<file path="config.mk">
export PLATFORM = sky130hd
export DESIGN_NAME = programmable_io_port_mux
export DESIGN_NICKNAME = d
export VERILOG_FILES = /design/src/core/gpio_pkg.sv /design/src/core/pin_select_if.sv /design/src/core/pin_input_select.sv /design/src/core/programmable_io_port_mux.sv
export VERILOG_INCLUDE_DIRS = /design/src /design/src/core
export SDC_FILE = /design/constraint.sdc
export NUM_CORES = 2
export LEC_CHECK = 0
export BUFFER_PORTS_ARGS = -buffer_cell sky130_fd_sc_hd__buf_2
export CAP_MARGIN = 30
export CORE_ASPECT_RATIO = 0.75
export CORE_MARGIN = 4
export CORE_UTILIZATION = 35
export CTS_CLUSTER_DIAMETER = 150
export CTS_CLUSTER_SIZE = 20
export DETAILED_ROUTE_END_ITERATION = 8
export PLACE_DENSITY = 0.54
export SLEW_MARGIN = 20
export SYNTH_ARGS = -nofsm -noshare
export SYNTH_HDL_FRONTEND = slang
export SYNTH_SLANG_ARGS = --single-unit
export TNS_END_PERCENT = 5
</file>
<file path="constraint.sdc">
create_clock -name sys_clk_i -period 6.2 [get_ports sys_clk_i]
set_input_delay 0 -clock sys_clk_i [delete_from_list [all_inputs] [get_ports sys_clk_i]]
set_output_delay 0 -clock sys_clk_i [all_outputs]
set_load 0.005 [all_outputs]
</file>
<file path="src/core/gpio_map.svh">
// Constants of the programmable I/O port block: offsets, fields, resets.
// Assumes inclusion by bare name from the package and the selector interface.
`ifndef GPIO_MAP_SVH
`define GPIO_MAP_SVH

`define NUM_PINS 32
`define NUM_FUNC 23
`define FN_GPIO 5'h00
`define FN_ANALOG 5'h01
`define FN_MAX 5'h16
`define CFG_W 10
`define CFG_FN_LSB 0
`define CFG_FN_MSB 4
`define CFG_DIR_LSB 8
`define CFG_DIR_MSB 9
`define CFG_MASK 10'h31F
`define CFG_RESET 10'h000
`define OUT_RESET 32'h0000_0000
`define REG_W 16
`define CFG_BASE 8'h00
`define PORT_BASE 8'h20
`define PORT_END 8'h2F
`define REG_DATA 2'h0
`define REG_SET 2'h1
`define REG_CLR 2'h2
`define SWD_CLK_PIN 12
`define SWD_IO_PIN 13
`define ADC_PINS 4
`define QUAD_CHANS 3
`define QUAD_PAIRS 12

`endif

</file>
<file path="src/core/gpio_pkg.sv">
// Types of the programmable I/O port block.
// Assumes the constants header is on the include path.
package gpio_pkg;
`include "gpio_map.svh"

	typedef enum logic [1:0] {DIR_IN, DIR_PULL_UP, DIR_PULL_DOWN, DIR_OUT} pin_dir_e;
	typedef logic [`CFG_W-1:0] pin_cfg_t;

	typedef struct packed {
		logic [`NUM_PINS-1:0][`CFG_W-1:0] cfg;
		logic [`NUM_PINS-1:0] out_latch;
		logic [`REG_W-1:0] rd_data;
		logic [`NUM_PINS-1:0] pin_o;
		logic [`NUM_PINS-1:0] pin_oe;
		logic [`NUM_PINS-1:0] pull_up;
		logic [`NUM_PINS-1:0] pull_down;
		logic [`NUM_FUNC-1:0] periph_in;
		logic [`ADC_PINS-1:0] adc_link;
		logic [`QUAD_CHANS-1:0] quad_a;
		logic [`QUAD_CHANS-1:0] quad_b;
		logic swd_clk;
		logic swdio_in;
	} port_state_s;
endpackage

</file>
<file path="src/core/pin_select_if.sv">
// Carrier between the port block and its input priority selector.
// Assumes the package is compiled first.
`timescale 1ns/1ps
`default_nettype none
`include "gpio_map.svh"
interface pin_select_if;
	logic [`NUM_PINS-1:0][4:0] code;
	logic [`NUM_PINS-1:0] level;
	logic [`NUM_FUNC-1:0] sel;
	modport port_side (output code, output level, input sel);
	modport select_side (input code, input level, output sel);
endinterface
`default_nettype wire

</file>
<file path="src/core/pin_input_select.sv">
// Priority selector feeding each peripheral input from one pin.
// Assumes codes of pins that must not feed inputs arrive as zero.
`timescale 1ns/1ps
`default_nettype none
module pin_input_select (
	pin_select_if.select_side sb
);
	import gpio_pkg::*;

	// Scan from the top pin down so the lowest matching pin is kept
	always_comb begin
		sb.sel = '0;
		for (int k = 1; k < `NUM_FUNC; k++) begin
			for (int i = `NUM_PINS - 1; i >= 0; i--) begin
				if (sb.code[i] == 5'(k)) begin
					sb.sel[k] = sb.level[i];
				end
			end
		end
	end
endmodule
`default_nettype wire

</file>
<file path="src/core/programmable_io_port_mux.sv">
// Programmable I/O port block: pin function multiplexer and port registers.
// Assumes pin levels and strobes synchronous to sys_clk_i.
//
// The address-and-strobe port and the placing of the registers are this design's own decisions.
`timescale 1ns/1ps
`default_nettype none
module programmable_io_port_mux (
	input wire logic sys_clk_i,
	input wire logic reset_i,
	input wire logic [7:0] addr_i,
	input wire logic [15:0] wdata_i,
	input wire logic wr_i,
	input wire logic rd_i,
	output logic [15:0] rdata_o,
	input wire logic [31:0] pin_i,
	output logic [31:0] pin_o,
	output logic [31:0] pin_oe_o,
	output logic [31:0] pull_up_o,
	output logic [31:0] pull_down_o,
	input wire logic [22:0] periph_out_i,
	output logic [22:0] periph_in_o,
	output logic [3:0] adc_link_o,
	input wire logic [11:0] decoder_channel_pin_select_i,
	output logic [2:0] decoder_phase_a_o,
	output logic [2:0] decoder_phase_b_o,
	input wire logic debug_port_enable_i,
	input wire logic swdio_out_i,
	input wire logic swdio_oe_i,
	output logic swd_clk_o,
	output logic swdio_in_o,
	input wire logic sleep_i
);
	import gpio_pkg::*;

	port_state_s st;
	port_state_s nx;
	logic [`NUM_PINS-1:0] ana_mask;
	pin_select_if sb ();

	// Analog select counts only on the four converter pins
	function automatic logic is_analog(pin_cfg_t c, int i);
		return (c[`CFG_FN_MSB:`CFG_FN_LSB] == `FN_ANALOG) && (i < `ADC_PINS);
	endfunction

	// Place a port's bits into the flat pin vector
	function automatic logic [31:0] expand(logic [1:0] p, logic [15:0] w);
		case (p)
			2'h0: return {24'h00_0000, w[7:0]};
			2'h1: return {18'h0_0000, w[5:0], 8'h00};
			2'h2: return {8'h00, w[9:0], 14'h0000};
			default: return {w[7:0], 24'h00_0000};
		endcase
	endfunction

	// Gather a port's bits, upper bits zero
	function automatic logic [15:0] gather(logic [1:0] p, logic [31:0] v);
		case (p)
			2'h0: return {8'h00, v[7:0]};
			2'h1: return {10'h000, v[13:8]};
			2'h2: return {6'h00, v[23:14]};
			default: return {8'h00, v[31:24]};
		endcase
	endfunction

	// Pick the pin pair of one decoder channel; zero selects none
	function automatic logic [1:0] pair_pick(logic [31:0] v, logic [3:0] s);
		logic [1:0] r;
		r = 2'b00;
		for (int k = 1; k <= `QUAD_PAIRS; k++) begin
			if (s == 4'(k)) begin
				r = {v[2 * k - 1], v[2 * k - 2]};
			end
		end
		return r;
	endfunction

	// Inputs to the selector and the analog read mask
	always_comb begin
		for (int i = 0; i < `NUM_PINS; i++) begin
			ana_mask[i] = is_analog(st.cfg[i], i);
			if (ana_mask[i] || (debug_port_enable_i && (i == `SWD_CLK_PIN || i == `SWD_IO_PIN))) begin
				sb.code[i] = `FN_GPIO;
			end else begin
				sb.code[i] = st.cfg[i][`CFG_FN_MSB:`CFG_FN_LSB];
			end
		end
		sb.level = pin_i;
	end

	pin_input_select u_sel (
		.sb(sb.select_side)
	);

	// Next state: register file, pin drivers, peripheral routing
	always_comb begin
		logic [4:0] code;
		pin_dir_e dir;
		logic ana;
		logic val;
		logic [1:0] port;
		logic [31:0] wmask;
		code = `FN_GPIO;
		dir = DIR_IN;
		ana = 1'b0;
		val = 1'b0;
		port = addr_i[3:2];
		wmask = expand(port, wdata_i);
		nx = st;
		nx.rd_data = 16'h0000;
		// Register writes
		if (wr_i) begin
			if (addr_i < `PORT_BASE) begin
				nx.cfg[addr_i[4:0]] = wdata_i[`CFG_W-1:0] & `CFG_MASK;
			end else if (addr_i <= `PORT_END && addr_i[1:0] == `REG_DATA) begin
				nx.out_latch = (st.out_latch & ~expand(port, 16'hFFFF)) | wmask;
			end else if (addr_i <= `PORT_END && addr_i[1:0] == `REG_SET) begin
				nx.out_latch = st.out_latch | wmask;
			end else if (addr_i <= `PORT_END && addr_i[1:0] == `REG_CLR) begin
				nx.out_latch = st.out_latch & ~wmask;
			end
		end
		// Register reads; set and clear read as zero
		if (rd_i) begin
			if (addr_i < `PORT_BASE) begin
				nx.rd_data = {6'h00, st.cfg[addr_i[4:0]]};
			end else if (addr_i <= `PORT_END && addr_i[1:0] == `REG_DATA) begin
				nx.rd_data = gather(port, pin_i & ~ana_mask);
			end
		end
		// Pin drivers, held during sleep
		for (int i = 0; i < `NUM_PINS; i++) begin
			code = st.cfg[i][`CFG_FN_MSB:`CFG_FN_LSB];
			dir = pin_dir_e'(st.cfg[i][`CFG_DIR_MSB:`CFG_DIR_LSB]);
			ana = is_analog(st.cfg[i], i);
			if (code == `FN_GPIO || code > `FN_MAX) begin
				val = st.out_latch[i];
			end else begin
				val = periph_out_i[code];
			end
			if (!sleep_i) begin
				nx.pin_oe[i] = (dir == DIR_OUT) && !ana;
				nx.pin_o[i] = val;
				nx.pull_up[i] = (dir == DIR_PULL_UP) && !ana;
				nx.pull_down[i] = (dir == DIR_PULL_DOWN) && !ana;
				if (debug_port_enable_i && i == `SWD_CLK_PIN) begin
					nx.pin_oe[i] = 1'b0;
					nx.pin_o[i] = 1'b0;
					nx.pull_up[i] = 1'b0;
					nx.pull_down[i] = 1'b0;
				end else if (debug_port_enable_i && i == `SWD_IO_PIN) begin
					nx.pin_oe[i] = swdio_oe_i;
					nx.pin_o[i] = swdio_out_i;
					nx.pull_up[i] = 1'b0;
					nx.pull_down[i] = 1'b0;
				end
			end
		end
		// Peripheral side
		nx.periph_in = sb.sel;
		nx.adc_link = ana_mask[`ADC_PINS-1:0];
		for (int c = 0; c < `QUAD_CHANS; c++) begin
			{nx.quad_b[c], nx.quad_a[c]} = pair_pick(pin_i, decoder_channel_pin_select_i[4 * c +: 4]);
		end
		nx.swd_clk = debug_port_enable_i & pin_i[`SWD_CLK_PIN];
		nx.swdio_in = debug_port_enable_i & pin_i[`SWD_IO_PIN];
	end

	// State register
	always_ff @(posedge sys_clk_i) begin
		if (reset_i) begin
			st <= '0;
			st.cfg <= {`NUM_PINS{`CFG_RESET}};
			st.out_latch <= `OUT_RESET;
		end else begin
			st <= nx;
		end
	end

	// Outputs straight from the state register
	assign rdata_o = st.rd_data;
	assign pin_o = st.pin_o;
	assign pin_oe_o = st.pin_oe;
	assign pull_up_o = st.pull_up;
	assign pull_down_o = st.pull_down;
	assign periph_in_o = st.periph_in;
	assign adc_link_o = st.adc_link;
	assign decoder_phase_a_o = st.quad_a;
	assign decoder_phase_b_o = st.quad_b;
	assign swd_clk_o = st.swd_clk;
	assign swdio_in_o = st.swdio_in;
endmodule
`default_nettype wire

</file>
=== Yosys cells after proc, flatten, opt, wreduce, memory -nomap -nowiden ===
Cells that the tools add are included.
W data, S select, Z words.

* Flip-flop bits (word level): 531
* Word-level logic and storage cells: 1928
* Bits of input ports: 99
* Output and inout bits: 179

* $lt $le $gt $ge: 68
* Mux-type cells: 866
* Bitwise logic cells: 13
* Eq/ne operators: 844
* Reduce and logical (&&, ||, !) cells: 91

{| class="wikitable"
|+ Operators by type and width
! cell !! number
|-
| $eq A5 B4 Y1 const B || 256
|-
| $eq A5 B5 Y1 const B || 224
|-
| $mux W1 || 776
|-
| $eq A5 B3 Y1 const B || 128
|-
| $bwmux W320 || 1
|-
| $eq A5 B2 Y1 const B || 64
|-
| $lt A5 B6 Y1 const B || 33
|-
| $mux W32 || 6
|-
| $pmux W32 S3 || 2
|-
| $eq A5 B1 Y1 const B || 36
|-
| $bmux W1 S5 || 32
|-
| $gt A5 B5 Y1 const B || 32
|-
| $logic_not A5 Y1 || 32
|-
| $eq A2 B2 Y1 const B || 66
|-
| $and A32 B32 Y32 || 3
|-
| $mux W2 || 36
|-
| $eq A2 B1 Y1 const B || 34
|-
| $not A32 Y32 || 2
|-
| $or A32 B32 Y32 || 2
|-
| $eq A4 B4 Y1 const B || 15
|-
| $bmux W10 S5 || 1
|-
| $demux W10 S5 || 1
|-
| $eq A4 B3 Y1 const B || 12
|-
| $logic_or A1 B1 Y1 || 32
|-
| 20 further kinds || 56
|}

=== Logic depth before layout (Yosys ltp) ===
* Depth in word-level cells: 33
* Gate-level depth with buffers: 10
* Mapped depth without buffers: 8

=== By module ===
From an unflattened synthesis, not the netlist that was laid out.

* Cells, all modules: 5493
* Area total of the unflattened synthesis: 42281.8 sq um

{| class="wikitable"
|+ By module, submodules not included
! module !! sequential area each (sq um) !! area each (sq um) !! instances !! cells an instance
|-
| programmable_io_port_mux || 8588.2 || 27507.6 || 1 || 3095
|-
| pin_input_select || 0.0 || 14774.2 || 1 || 2398
|}

=== Least setup slack after synthesis ===
No wires, ideal clock.

* Kind: flip-flop to flip-flop
* Start: reg st, in the netlist sb.code[105]
* End: reg st, in the netlist pin_o[21]
* Path slack: 3957 ps
* Library setup time: 128 ps
* Stages on the path, launching flop included: 9
* Arrival time: 2115 ps
* Data required time: 6072 ps
* Buffers on the path: 2
* Path through: dfxtp_1 > buf_4 > clkbuf_1 > mux4_2 > mux4_2 > nand2_1 > o311ai_0 > a22oi_1 > nor2_1

* Cells in the longest elaborated chain, start to end: 3
* Elaborated cells between the ends (all ways): 6
* Classes of those cells: order compare: 1; mux: 3; reduce/logical: 2

{| class="wikitable"
|+ RTL lines
! what !! RTL line !! source
|-
| from (decl) || programmable_io_port_mux.sv:35 || <nowiki>port_state_s st;</nowiki>
|-
| from (signal assigned) || programmable_io_port_mux.sv:175 || <nowiki>st <= nx;</nowiki>
|-
| $bmux W1 S5, or another cell as far along || programmable_io_port_mux.sv:138 || <nowiki>val = periph_out_i[code];</nowiki>
|-
| $mux W1 (implied by the code) or $logic_or A1 B1 Y1 (tied branches) || n/a ||
|-
| $mux W1 (*) || programmable_io_port_mux.sv:135 || <nowiki>if (code == `FN_GPIO || code > `FN_MAX) begin</nowiki>
|}

Mark *: on every way between the ends. The rest lies on a longest branch, timed or not. The select of a mux whose other input is x is not followed.
A chain may end at the register's enable or synchronous reset.

=== Worst setup path after layout ===
* Start: reg st, in the netlist sb.code[80]
* End: reg st, in the netlist periph_in_o[12]

* Cells in the longest elaborated chain, start to end: 18

{| class="wikitable"
|+ RTL lines
! what !! RTL line !! source
|-
| $eq A5 B4 Y1 || pin_input_select.sv:15 || <nowiki>if (sb.code[i] == 5'(k)) begin</nowiki>
|-
| $mux W1 (17 in series) || pin_input_select.sv:15 ||
|}

No other way between the ends.

==> metrics.txt <==
initial antenna violation count=20; Synth top cells by count=nor2_1 (776), nand2_1 (463), dfxtp_1 (428), clkbuf_1 (394), a21oi_1 (323); RSZ-0062 raised after global routing=false; Routed WL=217700 um; root buf cell=clkbuf_16; core box area=113900 um^2; P_leak=13.72 nW; setup TNS=0 ps; Fin. Hold Viols=0; Syn Inst Count=between 5000 and 6000; Combinational Power Share=15.4%; r2r setup slk=1800 ps; Power Total=~0.0055 W; # fillers=12000; Site Rows=107; crit end category=flop; post-synth top area cell=dfxtp_1; initial core utilization=35.36%; top cells by area, synth=dfxtp_1 (21%), mux4_2 (15%), nor2_1 (7.2%); Die Y-Extent=approximately 300 um; max-cap viol count=0; Rel. slew slack=17.70%; internal power=0.003780 W; DR vias=44880; vias in the first global route=around 40000; Layout area overhead=5.342%; Antenna Nets Post-Route=0; Tightest Hold Check Type=in -> reg; Syn. warnings=0; NetSw=0.001735 W; PortBufs=roughly 260; Yosys top cell area share=between 20% and 30%; fin util=37.25%; DR iter-0 viols=roughly 7800; largest net degree at the start of global routing=216; Power per Cell Area=129.9 nW/um^2; global route overflow=0; Residual DRC=0; worst setup margin=1802 ps; asr flop ratio synth=0%; period utilization=70.93%; Max Transition Viols Final=0; Final HPWL DP=159600 um; dpl ws=around 2300 ps; status=complete, no violations; gr usage total=between 30 and 40%; H-Tree Depth=1; Seq pwr share=50.1%; clk slew on worst S/H paths=120 ps; register area=approximately 8600 um^2; CTS tree=done; first-pass GRT wire length=just over 300000 um; CP Launch Type=flop; die footprint=120700 um^2; Final setup viols=0; CP Class=reg -> reg; Avg Cell Area, Syn=7.756 um^2; Worst Skew=55.51 ps; Final Critical Period=around 4400 ps; Pre-antenna DRT Iters=9; f_max=227.4 MHz; Skew-Pair Late Insertion Delay=roughly 670 ps; nets=roughly 5100; final hold slack=8.839 ps; register area share after synthesis=21.27%; Seq cells post-synth=428; largest fanout on the critical path=19; GPL Wtd Cong=1.060; DR vias/cell=6.897; clock buffer depth=3; CTS sink cnt=428; switching share of power=31.45%; distinct cell type count after synthesis=about 100; Worst-Margin Slew=approximately 1200 ps; CP arrival=between 4000 and 5000 ps; multi-input logic area=28020 um^2; Num CTS Buffers=26; EDFF count, synth=0; share of layout cells above drive strength 1=16.61%; clock share of power=34.5%; Critical Path RT=6680 ps; cell area after synthesis=40290 um^2; most common cell in the netlist=nor2_1; I/O pins=278; Worst VDD drop=0.2171 mV; Top FF cell, synth=dfxtp_1; Die Width=399.8 um; WL per Instance=33.46 um
[through the flow]
step | std cells | area [um^2]
after floorplan | 5200 | 40310
final | 6507 | 42440
after CTS | 6484 | 42280
after global placement | 6396 | 41040
after global routing | 6501 | 42420
after detailed placement | 6417 | 41220
[power groups by stage]
stage,Sequential (W),Combinational (W),Clock (W)
after floorplan,0.00282,0.000457,0
after global placement,0.00283,0.000785,0
after detailed placement,0.00283,0.000791,0
after CTS,0.00276,0.000808,0.00194
after global routing,0.00276,0.000859,0.00203
final,0.00276,0.000848,0.00190
[logic make-up (layout without fill, tap and decap cells)]
kind of cell	Yosys count	after routing	share of synthesized area, %
AOI/OAI and AO/OA	1280	1280	21.79
muxes	522	522	21.32
DFF	428	428	21.27
other	1	14	0.009308
and+or+nand+nor	2178	2178	26.29
buffers and inverters	785	559	9.317
[placed cells by master (no fill, tap or decap), types with 22 or more instances in the layout]
cell / Yosys / routed
nor2_1: 776 / 775
nor4_1: 32 / 31
mux2i_1: 244 / 244
inv_1: 60 / 60
nor3b_1: 76 / 76
a21oi_1: 323 / 323
dfxtp_1: 428 / 428
o22ai_1: 91 / 91
a221oi_1: 33 / 33
a31oi_1: 68 / 68
nand2_1: 463 / 463
o211ai_1: 44 / 44
nor3_1: 133 / 133
or2_2: 26 / 26
o2111ai_1: 22 / 22
buf_2: 89 / 275
nor2b_1: 112 / 112
mux4_2: 268 / 268
nand3b_1: 34 / 34
buf_4: 183 / 141
dlygate4sd3_1: 0 / 34
nand2b_1: 101 / 101
and2_1: 22 / 22
o32ai_1: 31 / 31
o221ai_1: 52 / 52
clkbuf_16: 0 / 27
o21ai_0: 178 / 177
or3_1: 43 / 43
a22oi_1: 93 / 93
nand4_1: 52 / 52
a32oi_1: 54 / 54
a211oi_1: 38 / 37
nand3_1: 184 / 184
[path summary, 6_finish.rpt]
path                            cells after the start                    to         from
worst max-delay path                                8       periph_in_o[12]  sb.code[80]
worst min-delay path                                4  decoder_phase_b_o[1]    pin_i[23]
worst max register to register                      8       periph_in_o[12]  sb.code[80]
worst min register to register                      2             pin_o[13]    pin_o[13]
[critical path, stage by stage (launching register included)]
cell       delay (ps)
dfxtp_1           890
nor2_1            170
nand2_1           390
o221ai_1          290
a2111oi_1        1000
a21oi_1           570
o41ai_1           590
buf_4             230
a2111oi_2          60
[state kept, by name, summed over array words and instances, names as in the netlist, named ones only]
name and count:
sb.code 130, st 94, pin_o 32, pin_oe_o 32, pull_down_o 32, pull_up_o 32
periph_in_o 22, rdata_o 10, adc_link_o 4, decoder_phase_a_o 3, decoder_phase_b_o 3, swd_clk_o 1
swdio_in_o 1
[layout make-up]
class                      instances  area share (%)
antenna                            7         0.04128
clock buffer                      28           1.601
clock inverter                     5          0.1002
inverter                          61          0.5395
multi-input combinational       3987           66.03
sequential                       428           20.19
tap                             1526           4.499
timing repair buffer             465           6.996
[timing repair]
action | CTS | global route
endpoints found under the setup margin | 0 | 0
hold endpoints to repair | 111 | 0
hold buffers | 34 | 0
buffers inserted | 0 | 0
gates resized for setup | 0 | 0
[layer usage]
metal,up-vias,track usage (%),share of wire (%)
li1,18820,-,-
met1,22290,48.29,41
met2,3317,47.78,40
met3,439,12.92,15
met4,14,12.06,4.2
met5,-,0,0.046
No activity file was read; power rests on OpenSTA's default activity.
